--- config.mk ---
export PLATFORM = sky130hd
export DESIGN_NAME = faf_unit
export DESIGN_NICKNAME = d
export VERILOG_FILES = /design/src/hdl/faf_pkg.sv /design/src/hdl/faf_unit.sv
export VERILOG_INCLUDE_DIRS = /design/src /design/src/hdl
export SDC_FILE = /design/constraint.sdc
export NUM_CORES = 1
export LEC_CHECK = 0
export BUFFER_PORTS_ARGS = -buffer_cell sky130_fd_sc_hd__buf_2
export CORE_MARGIN = 3
export CORE_UTILIZATION = 60
export CTS_BUF_LIST = sky130_fd_sc_hd__clkbuf_4
export DETAILED_ROUTE_END_ITERATION = 12
export GPL_ROUTABILITY_DRIVEN = 0
export PLACE_DENSITY = 0.78
export SLEW_MARGIN = 10
export SYNTH_ARGS = -nofsm -noshare
export SYNTH_HDL_FRONTEND = slang
export SYNTH_SLANG_ARGS = --single-unit
--- constraint.sdc ---
create_clock -name clk_i -period 10.35 [get_ports clk_i]
set_clock_uncertainty 0.1 [all_clocks]
set_input_delay 0 -clock clk_i [delete_from_list [all_inputs] [get_ports clk_i]]
set_output_delay 0 -clock clk_i [all_outputs]
set_load 0.02 [all_outputs]
--- src/hdl/faf_defines.svh ---
// Constants for the flow alarm and feeder unit.
// Assumes inclusion by bare name from the design file.
`ifndef FAF_DEFINES_SVH
`define FAF_DEFINES_SVH
`define FAF_CLK_HZ 10000000
`define FAF_TICK_CYCLES (`FAF_CLK_HZ / 1)
`define FAF_TIMER_MAX 16'd32000
`define FAF_ADR_CTRL 4'h0
`define FAF_ADR_FUNC 4'h1
`define FAF_ADR_SP0 4'h2
`define FAF_ADR_HYS0 4'h6
`define FAF_ADR_PT0 4'ha
`define FAF_ADR_STAT 4'he
`define FAF_ADR_MINMAX 4'hf
`define FAF_FN_OFF 3'h0
`define FAF_FN_OPEN 3'h1
`define FAF_FN_MIN 3'h2
`define FAF_FN_MAX 3'h3
`define FAF_FN_FEED 3'h4
`define FAF_ACT_NONE 2'h0
`define FAF_ACT_TOTCLR 2'h1
`define FAF_ACT_FREEZE 2'h2
`define FAF_ACT_MMCLR 2'h3
`endif

--- src/hdl/faf_pkg.sv ---
// Types for the flow alarm and feeder unit.
// Assumes nothing beyond a SystemVerilog compiler.
package faf_pkg;
    typedef enum logic [2:0] {
        FAF_FD_IDLE = 3'b001,
        FAF_FD_RUN = 3'b010,
        FAF_FD_STOP = 3'b100
    } faf_feed_t;
endpackage : faf_pkg

--- src/hdl/faf_unit.sv ---
// Alarm channels, min/max tracker and feeder control of a flow panel meter.
// Assumes a synchronous flow reading and raw key/digital inputs from pins.
`timescale 1ns/1ns
`default_nettype none
`include "faf_defines.svh"

// How it works
// - Alarms compare only the instantaneous flow, never the total.
// - Auxiliary current input feeds only the open-sensor alarm.
// - Open-sensor alarm asserts on broken loop, only for current input.
// - Minimum alarm when flow falls below setpoint.
// - Maximum alarm when flow rises above setpoint.
// - Feeder alarm energizes on start, releases when reading reaches setpoint.
// - Each channel holds pulse_time and delay_time, 0 to 32000 seconds.
// - Both timers zero: relay follows alarm directly.
// - Only delay_time set: relay on after alarm lasts delay_time.
// - Only pulse_time set: one pulse of pulse_time seconds.
// - Both set: on pulse_time, off delay_time, repeating during alarm.
// - Indicator lit whenever alarm condition true and not held off by the initial block, regardless of relay.
// - Min and max alarms clear only after reading passes back by hysteresis.
// - Initial block suppresses alarm present at power-up until seen clear.
// - Initial block ignored for open-sensor channels.
// - Lowest and highest flow tracked, both cleared on command.
// - Key and digital input each assignable to one action.
// - Feeder setpoint writes rejected while feeder process active.
// - Trigger from idle starts feeder, energizes feeder relays.
// - Trigger while running freezes process, releases feeder relays.
// - Setpoint reached returns the process to idle and releases; next trigger restarts.
// - Without batch reset on power-up, saved feeder state resumes.
// - Two channels by default, up to four, each with indicator.
module faf_unit #(
    parameter int NCH = 2,
    parameter int TICK_CYCLES = `FAF_TICK_CYCLES
) (
    input wire logic clk_i,
    input wire logic rst_i,
    input wire logic [3:0] wb_adr_i,
    input wire logic [31:0] wb_dat_i,
    output logic [31:0] wb_dat_o,
    input wire logic wb_we_i,
    input wire logic [3:0] wb_sel_i,
    input wire logic wb_cyc_i,
    input wire logic wb_stb_i,
    output logic wb_ack_o,
    input wire logic [15:0] flow_i,
    input wire logic loop_broken_i,
    input wire logic function_key_i,
    input wire logic digital_in_i,
    input wire logic power_restored_i,
    input wire logic [1:0] saved_feed_i,
    output logic [NCH-1:0] relay_o,
    output logic [NCH-1:0] indicator_o,
    output logic total_clear_o,
    output logic display_freeze_o,
    output logic feeder_running_o
);
    // Control: [0] current input is flow, [1] key feeds feeder, [2] din feeds feeder,
    // [4:3] key action, [6:5] din action, [7] batch_reset_on_power_up, [15:8] init block
    logic [15:0] ctrl_r;
    logic [3*NCH-1:0] func_r;
    logic [15:0] sp_r [NCH];
    logic [15:0] hys_r [NCH];
    logic [15:0] pulse_time_r [NCH];
    logic [15:0] delay_time_r [NCH];
    logic [15:0] fmin_r, fmax_r;
    logic wb_ack_r;
    logic wr_stb, mm_clr_cmd;
    logic [1:0] key_s_r, din_s_r;
    logic key_q_r, din_q_r, key_trig, din_trig, feed_trig;
    logic [31:0] tick_cnt_r;
    logic tick;
    faf_pkg::faf_feed_t feed_r;
    logic [NCH-1:0] alarm_r, armed_r, feed_done;

    // Single-cycle ack; drops the cycle after it is given
    // Write lands at the edge where the master samples ack high
    assign wr_stb = wb_cyc_i && wb_stb_i && wb_we_i && wb_ack_r;
    always_ff @(posedge clk_i) begin
        if (rst_i) begin
            wb_ack_r <= 1'b0;
        end else begin
            wb_ack_r <= wb_cyc_i && wb_stb_i && !wb_ack_r;
        end
    end
    assign wb_ack_o = wb_ack_r;

    always_ff @(posedge clk_i) begin
        if (rst_i) begin
            ctrl_r <= 16'h0000;
            func_r <= '0;
            for (int i = 0; i < NCH; i++) begin
                sp_r[i] <= 16'h0000;
                hys_r[i] <= 16'h0000;
                pulse_time_r[i] <= 16'h0000;
                delay_time_r[i] <= 16'h0000;
            end
        end else if (wr_stb && wb_sel_i[0]) begin
            if (wb_adr_i == `FAF_ADR_CTRL) begin
                ctrl_r <= wb_dat_i[15:0];
            end
            if (wb_adr_i == `FAF_ADR_FUNC) begin
                func_r <= wb_dat_i[3*NCH-1:0];
            end
            for (int i = 0; i < NCH; i++) begin
                // Feeder setpoint locked while a process is active
                if (wb_adr_i == `FAF_ADR_SP0 + 4'(i) &&
                    !(func_r[3*i+:3] == `FAF_FN_FEED && feed_r != faf_pkg::FAF_FD_IDLE)) begin
                    sp_r[i] <= wb_dat_i[15:0];
                end
                if (wb_adr_i == `FAF_ADR_HYS0 + 4'(i)) begin
                    hys_r[i] <= wb_dat_i[15:0];
                end
                if (wb_adr_i == `FAF_ADR_PT0 + 4'(i)) begin
                    // Clamped to the 32000 s ceiling
                    pulse_time_r[i] <= (wb_dat_i[15:0] > `FAF_TIMER_MAX) ?
                        `FAF_TIMER_MAX : wb_dat_i[15:0];
                    delay_time_r[i] <= (wb_dat_i[31:16] > `FAF_TIMER_MAX) ?
                        `FAF_TIMER_MAX : wb_dat_i[31:16];
                end
            end
        end
    end

    always_comb begin
        wb_dat_o = 32'h0000_0000;
        if (wb_ack_r) begin
            case (wb_adr_i)
                `FAF_ADR_CTRL: wb_dat_o = {16'h0000, ctrl_r};
                `FAF_ADR_FUNC: wb_dat_o = 32'(func_r);
                `FAF_ADR_STAT: wb_dat_o = {24'h000000, 5'(feed_r), 3'h0} |
                    (32'({alarm_r, relay_o}) << 8);
                `FAF_ADR_MINMAX: wb_dat_o = {fmax_r, fmin_r};
                default: begin
                    for (int i = 0; i < NCH; i++) begin
                        if (wb_adr_i == `FAF_ADR_SP0 + 4'(i)) wb_dat_o = {16'h0000, sp_r[i]};
                        if (wb_adr_i == `FAF_ADR_HYS0 + 4'(i)) wb_dat_o = {16'h0000, hys_r[i]};
                        if (wb_adr_i == `FAF_ADR_PT0 + 4'(i)) begin
                            wb_dat_o = {delay_time_r[i], pulse_time_r[i]};
                        end
                    end
                end
            endcase
        end
    end

    // Pin inputs pass two flops before edge detection
    always_ff @(posedge clk_i) begin
        if (rst_i) begin
            key_s_r <= 2'b00;
            din_s_r <= 2'b00;
            key_q_r <= 1'b0;
            din_q_r <= 1'b0;
        end else begin
            key_s_r <= {key_s_r[0], function_key_i};
            din_s_r <= {din_s_r[0], digital_in_i};
            key_q_r <= key_s_r[1];
            din_q_r <= din_s_r[1];
        end
    end
    assign key_trig = key_s_r[1] && !key_q_r;
    assign din_trig = din_s_r[1] && !din_q_r;
    // Feeder flag overrides the action field for that source
    assign feed_trig = (key_trig && ctrl_r[1]) || (din_trig && ctrl_r[2]);
    assign mm_clr_cmd = (key_trig && !ctrl_r[1] && ctrl_r[4:3] == `FAF_ACT_MMCLR) ||
        (din_trig && !ctrl_r[2] && ctrl_r[6:5] == `FAF_ACT_MMCLR);
    always_ff @(posedge clk_i) begin
        if (rst_i) begin
            total_clear_o <= 1'b0;
            display_freeze_o <= 1'b0;
        end else begin
            total_clear_o <= (key_trig && !ctrl_r[1] && ctrl_r[4:3] == `FAF_ACT_TOTCLR) ||
                (din_trig && !ctrl_r[2] && ctrl_r[6:5] == `FAF_ACT_TOTCLR);
            if ((key_trig && !ctrl_r[1] && ctrl_r[4:3] == `FAF_ACT_FREEZE) ||
                (din_trig && !ctrl_r[2] && ctrl_r[6:5] == `FAF_ACT_FREEZE)) begin
                display_freeze_o <= !display_freeze_o;
            end
        end
    end

    always_ff @(posedge clk_i) begin
        if (rst_i || mm_clr_cmd) begin
            fmin_r <= 16'hffff;
            fmax_r <= 16'h0000;
        end else if (ctrl_r[0]) begin
            if (flow_i < fmin_r) fmin_r <= flow_i;
            if (flow_i > fmax_r) fmax_r <= flow_i;
        end
    end

    // Whole-second tick for every channel at once
    always_ff @(posedge clk_i) begin
        if (rst_i || tick) begin
            tick_cnt_r <= 32'h0;
        end else begin
            tick_cnt_r <= tick_cnt_r + 32'h1;
        end
    end
    assign tick = (tick_cnt_r == 32'(TICK_CYCLES - 1));

    // Feeder process; power-up restore honoured only without batch reset
    always_ff @(posedge clk_i) begin
        if (rst_i) begin
            feed_r <= faf_pkg::FAF_FD_IDLE;
        end else if (power_restored_i) begin
            if (ctrl_r[7]) feed_r <= faf_pkg::FAF_FD_IDLE;
            else if (saved_feed_i == 2'h1) feed_r <= faf_pkg::FAF_FD_RUN;
            else if (saved_feed_i == 2'h2) feed_r <= faf_pkg::FAF_FD_STOP;
            else feed_r <= faf_pkg::FAF_FD_IDLE;
        end else begin
            case (feed_r)
                faf_pkg::FAF_FD_IDLE: if (feed_trig) feed_r <= faf_pkg::FAF_FD_RUN;
                faf_pkg::FAF_FD_RUN: begin
                    if (feed_trig) feed_r <= faf_pkg::FAF_FD_STOP;
                    else if (|feed_done) feed_r <= faf_pkg::FAF_FD_IDLE;
                end
                faf_pkg::FAF_FD_STOP: if (feed_trig) feed_r <= faf_pkg::FAF_FD_RUN;
                default: feed_r <= faf_pkg::FAF_FD_IDLE;
            endcase
        end
    end
    assign feeder_running_o = (feed_r == faf_pkg::FAF_FD_RUN);

    for (genvar g = 0; g < NCH; g++) begin : g_ch
        logic [2:0] fn;
        logic src_ok, raw, cond;
        logic [16:0] sp_hi, sp_lo;
        logic [15:0] cnt_r;
        logic phase_r, out_r, fired_r;
        assign fn = func_r[3*g+:3];
        assign sp_hi = {1'b0, sp_r[g]} + {1'b0, hys_r[g]};
        assign sp_lo = {1'b0, sp_r[g]} - {1'b0, hys_r[g]};
        assign feed_done[g] = (fn == `FAF_FN_FEED) && ({1'b0, flow_i} >= {1'b0, sp_r[g]});
        // Flow comparisons need the current input as flow source
        assign src_ok = ctrl_r[0] || fn == `FAF_FN_OPEN;
        always_comb begin
            raw = 1'b0;
            case (fn)
                `FAF_FN_OPEN: raw = loop_broken_i && !ctrl_r[0];
                `FAF_FN_MIN: raw = alarm_r[g] ? ({1'b0, flow_i} < sp_hi) :
                    (flow_i < sp_r[g]);
                `FAF_FN_MAX: raw = alarm_r[g] ? ({1'b0, flow_i} > sp_lo) || sp_lo[16] :
                    (flow_i > sp_r[g]);
                `FAF_FN_FEED: raw = feed_r == faf_pkg::FAF_FD_RUN && !feed_done[g];
                default: raw = 1'b0;
            endcase
        end
        assign cond = raw && src_ok;
        always_ff @(posedge clk_i) begin
            if (rst_i) begin
                alarm_r[g] <= 1'b0;
                armed_r[g] <= 1'b0;
            end else begin
                // An unconfigured channel after power-up does not arm itself
                if ((!cond && fn != `FAF_FN_OFF) || fn == `FAF_FN_OPEN) begin
                    armed_r[g] <= 1'b1;
                end
                alarm_r[g] <= cond && (armed_r[g] || !ctrl_r[8+g] ||
                    fn == `FAF_FN_OPEN);
            end
        end
        assign indicator_o[g] = alarm_r[g];
        // Timer stage: cnt counts seconds within the current phase
        always_ff @(posedge clk_i) begin
            if (rst_i || !alarm_r[g]) begin
                cnt_r <= 16'h0;
                phase_r <= 1'b0;
                out_r <= 1'b0;
                fired_r <= 1'b0;
            end else if (pulse_time_r[g] == 16'h0 && delay_time_r[g] == 16'h0) begin
                out_r <= 1'b1;
            end else if (pulse_time_r[g] == 16'h0) begin
                if (tick && cnt_r < delay_time_r[g]) cnt_r <= cnt_r + 16'h1;
                out_r <= (cnt_r >= delay_time_r[g]);
            end else if (delay_time_r[g] == 16'h0) begin
                // Drop with the last tick so the relay never outlasts the pulse
                out_r <= !(fired_r || (tick && cnt_r + 16'h1 >= pulse_time_r[g]));
                if (tick) cnt_r <= cnt_r + 16'h1;
                if (tick && cnt_r + 16'h1 >= pulse_time_r[g]) fired_r <= 1'b1;
            end else begin
                out_r <= !phase_r;
                if (tick) begin
                    if (cnt_r + 16'h1 >= (phase_r ? delay_time_r[g] : pulse_time_r[g])) begin
                        cnt_r <= 16'h0;
                        phase_r <= !phase_r;
                    end else begin
                        cnt_r <= cnt_r + 16'h1;
                    end
                end
            end
        end
        assign relay_o[g] = out_r && alarm_r[g];

        rly_follow_a: assert property (@(posedge clk_i) disable iff (rst_i)
            alarm_r[g] && pulse_time_r[g] == 16'h0 && delay_time_r[g] == 16'h0
            && $stable(alarm_r[g]) |-> relay_o[g])
            else $error("relay not following alarm");
        rly_idle_a: assert property (@(posedge clk_i) disable iff (rst_i)
            !alarm_r[g] |-> !relay_o[g])
            else $error("relay on without alarm");
        dly_hold_a: assert property (@(posedge clk_i) disable iff (rst_i)
            pulse_time_r[g] == 16'h0 && delay_time_r[g] != 16'h0 && cnt_r < delay_time_r[g]
            |-> !relay_o[g])
            else $error("delay relay early");
        pls_end_a: assert property (@(posedge clk_i) disable iff (rst_i)
            fired_r && delay_time_r[g] == 16'h0 |-> !relay_o[g])
            else $error("pulse outlasted");
        opn_flow_a: assert property (@(posedge clk_i) disable iff (rst_i)
            fn == `FAF_FN_OPEN && ctrl_r[0] |=> !alarm_r[g])
            else $error("open alarm with flow input");
        osc_cv: cover property (@(posedge clk_i) relay_o[g] ##[1:1000] !relay_o[g] && alarm_r[g]);
    end

    fd_start_a: assert property (@(posedge clk_i) disable iff (rst_i)
        feed_r == faf_pkg::FAF_FD_IDLE && feed_trig && !power_restored_i
        |=> feed_r == faf_pkg::FAF_FD_RUN)
        else $error("feeder did not start");
    fd_freeze_a: assert property (@(posedge clk_i) disable iff (rst_i)
        feed_r == faf_pkg::FAF_FD_RUN && feed_trig && !power_restored_i
        |=> feed_r == faf_pkg::FAF_FD_STOP)
        else $error("feeder did not freeze");
    sp_lock_a: assert property (@(posedge clk_i) disable iff (rst_i)
        func_r[2:0] == `FAF_FN_FEED && feed_r != faf_pkg::FAF_FD_IDLE |=> $stable(sp_r[0]))
        else $error("feeder setpoint changed");
    mm_order_a: assert property (@(posedge clk_i) disable iff (rst_i)
        mm_clr_cmd |=> fmin_r == 16'hffff && fmax_r == 16'h0000)
        else $error("min max not cleared");
    fd_run_cv: cover property (@(posedge clk_i) feed_r == faf_pkg::FAF_FD_RUN);
    fd_done_cv: cover property (@(posedge clk_i)
        feed_r == faf_pkg::FAF_FD_RUN ##1 feed_r == faf_pkg::FAF_FD_IDLE);
    mm_clr_cv: cover property (@(posedge clk_i) mm_clr_cmd);
endmodule : faf_unit
`default_nettype wire

==> summary.txt <==
Status
  – Status: finished clean

Hold path
  – Hold EP: delay_time_r[0][11]
  – Hold crit path type: in2reg
  – Hold path depth: 4
  – Hold path start: wb_dat_i[27]

Timing
  – Setup-failing EPs final: 0
  – Slew margin rel.: 0.184
  – RSZ-0062 raised after global routing: no
  – Post-Route Setup TNS: 0 ps
  – Final worst slack: approximately 5500 ps
  – Fmax: 206 MHz
  – Slew Viols, Final: 0
  – Hold Vio Cnt, Final: 0
  – Final min period: 4860 ps
  – Worst Tran Pin Value: between 1000 and 1500 ps
  – Period utilization: 0.470

Setup path
  – Crit path max-delay cell type: or4b_1
  – FF-to-FF setup slack: around 5500 ps
  – Crit path cell chain: ha_1 > o21ai_2 > a21oi_1 > or4_1 > a31o_1 > o41a_1 > a21o_1 > a21oi_1 > xor2_1 > ha_1 > nand3_1 > o22ai_1 > a211oi_1 > nor2_1 > o21ai_0 > o211ai_1 > or4b_1 > a31oi_1
  – Crit path required time: ~11,000 ps
  – CP arrival: 5420 ps
  – Crit path largest cell delay: roughly 540 ps
  – Crit Reg-Reg Endpoint: armed_r[0]
  – Worst r2r path cells: 18
  – CP max FO: 7
  – Worst Setup Start Kind: register
  – Crit end category: register
  – Kind of critical path: reg2reg
  – Crit Reg-Reg Startpoint: sp_r[0][2]

Drt
  – Initial DRC count: roughly 2,400
  – Vias: about 20,000
  – DR DRC count: 0
  – Drt first pass iters: 7
  – Wirelength per Cell: 21.9 um
  – Routed Antenna Nets: 0
  – Post-Route WL: slightly below 70,000 um
  – Vias/cell: ~6.4

Placement
  – PortBufs: ~100
  – Pre-CTS WS: roughly 5500 ps
  – Detail Placement HPWL: between 50,000 and 60,000 um

Pwr
  – PwrDens: approximately 110 mW/mm^2
  – Clock share of power: 0.379
  – Leak Pwr: 10.5 nW
  – Sequential Power Share: 0.461
  – Logic pwr share: 0.160
  – Switching part of the total power: 0.298
  – Sw power: ~0.00075 W
  – Max rail drop VDD: roughly 120 uV
  – Internal: roughly 0.0018 W

Synth
  – Area leader, netlist: edfxtp_1
  – Asr flop ratio synth: 0
  – Cells after synthesis: around 2,400
  – Count of cell types in the netlist: 82
  – Ranking of synthesized cells by area: edfxtp_1, ha_1, dfxtp_1, a21oi_1, inv_1
  – Number of synthesized flops with an enable pin: 128
  – Top-count cell post-synth: ha_1
  – Top post-synthesis cells by count: ha_1, inv_1, nor2_1
  – Post-synthesis cell area: 0.0210 sq mm
  – Yosys top cell area share: 0.183
  – Yosys reg bits: approximately 270
  – Yosys warnings: 0
  – Syn Area/Cell: slightly below 9 sq um
  – Post-synthesis sequential area ratio: 0.317
  – Post-synth top flop: dfxtp_1

GRT
  – Initial antenna violation count: 2
  – Total track usage: 0.362
  – Largest net degree at the start of global routing: 55
  – Number of global-route vias before repair: between 15,000 and 20,000
  – GRT Residual Overflow: 0
  – First-pass GRT wire length: roughly 100,000 um

Die
  – IO Pins: about 110
  – Die X: 193 um
  – Starting density of the core: 0.617
  – DIE AREA: between 0.03 and 0.04 sq mm
  – Core area: between 0.03 and 0.04 sq mm
  – Num rows: 67
  – Die Y: 193 um

CTS
  – Clock root buffer: clkbuf_4
  – TritonCTS Buffers: 71
  – Hold_buf cts: slightly below 90
  – CTS tree: done
  – H-tree depth: 3
  – Setup bufs post-CTS: 0
  – CTS sink cnt: about 270
  – Worst-Skew Late Latency: 760 ps
  – Post-CTS sizing: 0
  – Longest Clk Path Bufs: 3
  – Clock Pin Slew Worst Setup and Hold Paths: ~70 ps

Layout
  – Final nets: 2,963
  – Seq. cell area: around 0.0066 sq mm
  – Fill cell count: between 2,000 and 3,000
  – Multi-input logic area: around 0.013 sq mm
  – Area growth syn-to-layout: 12.8%
  – Layout cells sized above 1: 0.101

Run
  – Max Cap Viol: 0
-- per-layer routing --
layer | part of all wire | track usage
met5 | 0.00010 | 0
met4 | 0.071 | 0.214
met3 | 0.13 | 0.0801
met2 | 0.42 | 0.543
met1 | 0.38 | 0.480
-- how the worst max path moves through the flow --
stage | slack (ps) | end | depth (start not counted) | startpoint
final | 5490 | armed_r[0] | 18 | sp_r[0][2]
after global routing | 5090 | armed_r[0] | 18 | sp_r[0][2]
after floorplan | 6130 | armed_r[0] | 19 | sp_r[0][2]
after global placement | 5680 | armed_r[0] | 18 | sp_r[0][2]
after detailed placement | 5530 | armed_r[0] | 18 | sp_r[0][2]
after CTS | 5520 | armed_r[0] | 18 | sp_r[0][2]
-- registers in the layout, indices dropped and copies added, names as in the netlist, 16 cells and up --
name,count
pulse_time_r,32
fmax_r,16
fmin_r,16
g_ch.cnt_r,32
sp_r,32
ctrl_r,16
delay_time_r,32
hys_r,32
tick_cnt_r,32
-- critical path: cells and delay by family, from the launching register on --
kind / cells / cell delay [ps]
compound gates: 11 / 2150
xor+xnor: 1 / 200
fa+ha+maj: 2 / 710
flops: 1 / 460
simple gates: 4 / 1170
-- layout by cell type, fill, tap and decap left out, drive strengths merged, types with 39 or more instances in the layout --
cell type,n
a21o,42
and2,58
inv,223
ha,290
dfxtp,140
dlygate4sd3,88
mux2i,56
edfxtp,128
nor2,201
xor2,49
nand4,41
nor2b,39
clkbuf,103
nand3,77
xnor2,63
a21oi,179
nand2,162
nor3,40
o21ai,116
buf,121
-- logic make-up after synthesis --
group           synth area share
other cells             0.000179
fa+ha+maj                  0.177
xor+xnor                  0.0468
compound gates             0.174
flops                      0.317
simple gates               0.197
buf+inv                   0.0566
mux                       0.0316
-- per-stage QoR --
step | utilization | hold slack, ps | total power, W | cells | cell area, sq um
after floorplan | - | 28.2 | 0.00142 | 2409 | 21000
after global placement | 0.643 | 108 | 0.00154 | 2889 | 21800
after detailed placement | 0.643 | 114 | 0.00156 | 2889 | 21800
after CTS | 0.696 | 5.76 | 0.00252 | 3106 | 23600
after global routing | 0.696 | 47.9 | 0.00263 | 3108 | 23600
final | 0.696 | 40.1 | 0.00253 | 3111 | 23600
-- power groups by stage --
stage / Sequential (W) / Clock, W / Combinational [W]
after global placement: 0.00119 / 0 / 0.000352
after global routing: 0.00117 / 0.00102 / 0.000444
final: 0.00117 / 0.000959 / 0.000404
after CTS: 0.00116 / 0.000965 / 0.000393
after detailed placement: 0.00119 / 0 / 0.000370
after floorplan: 0.00117 / 0 / 0.000255
-- cell type report --
type	instances	share of cell area
well taps	448	0.0237
clock inverters	26	0.00577
diodes	5	0.000529
flip-flops and latches	268	0.281
clock buffers	103	0.0327
repair buffers	209	0.0648
inverters	220	0.0349
multi-input cells	1832	0.556
Note: power is estimated with default switching activity, not from simulation.
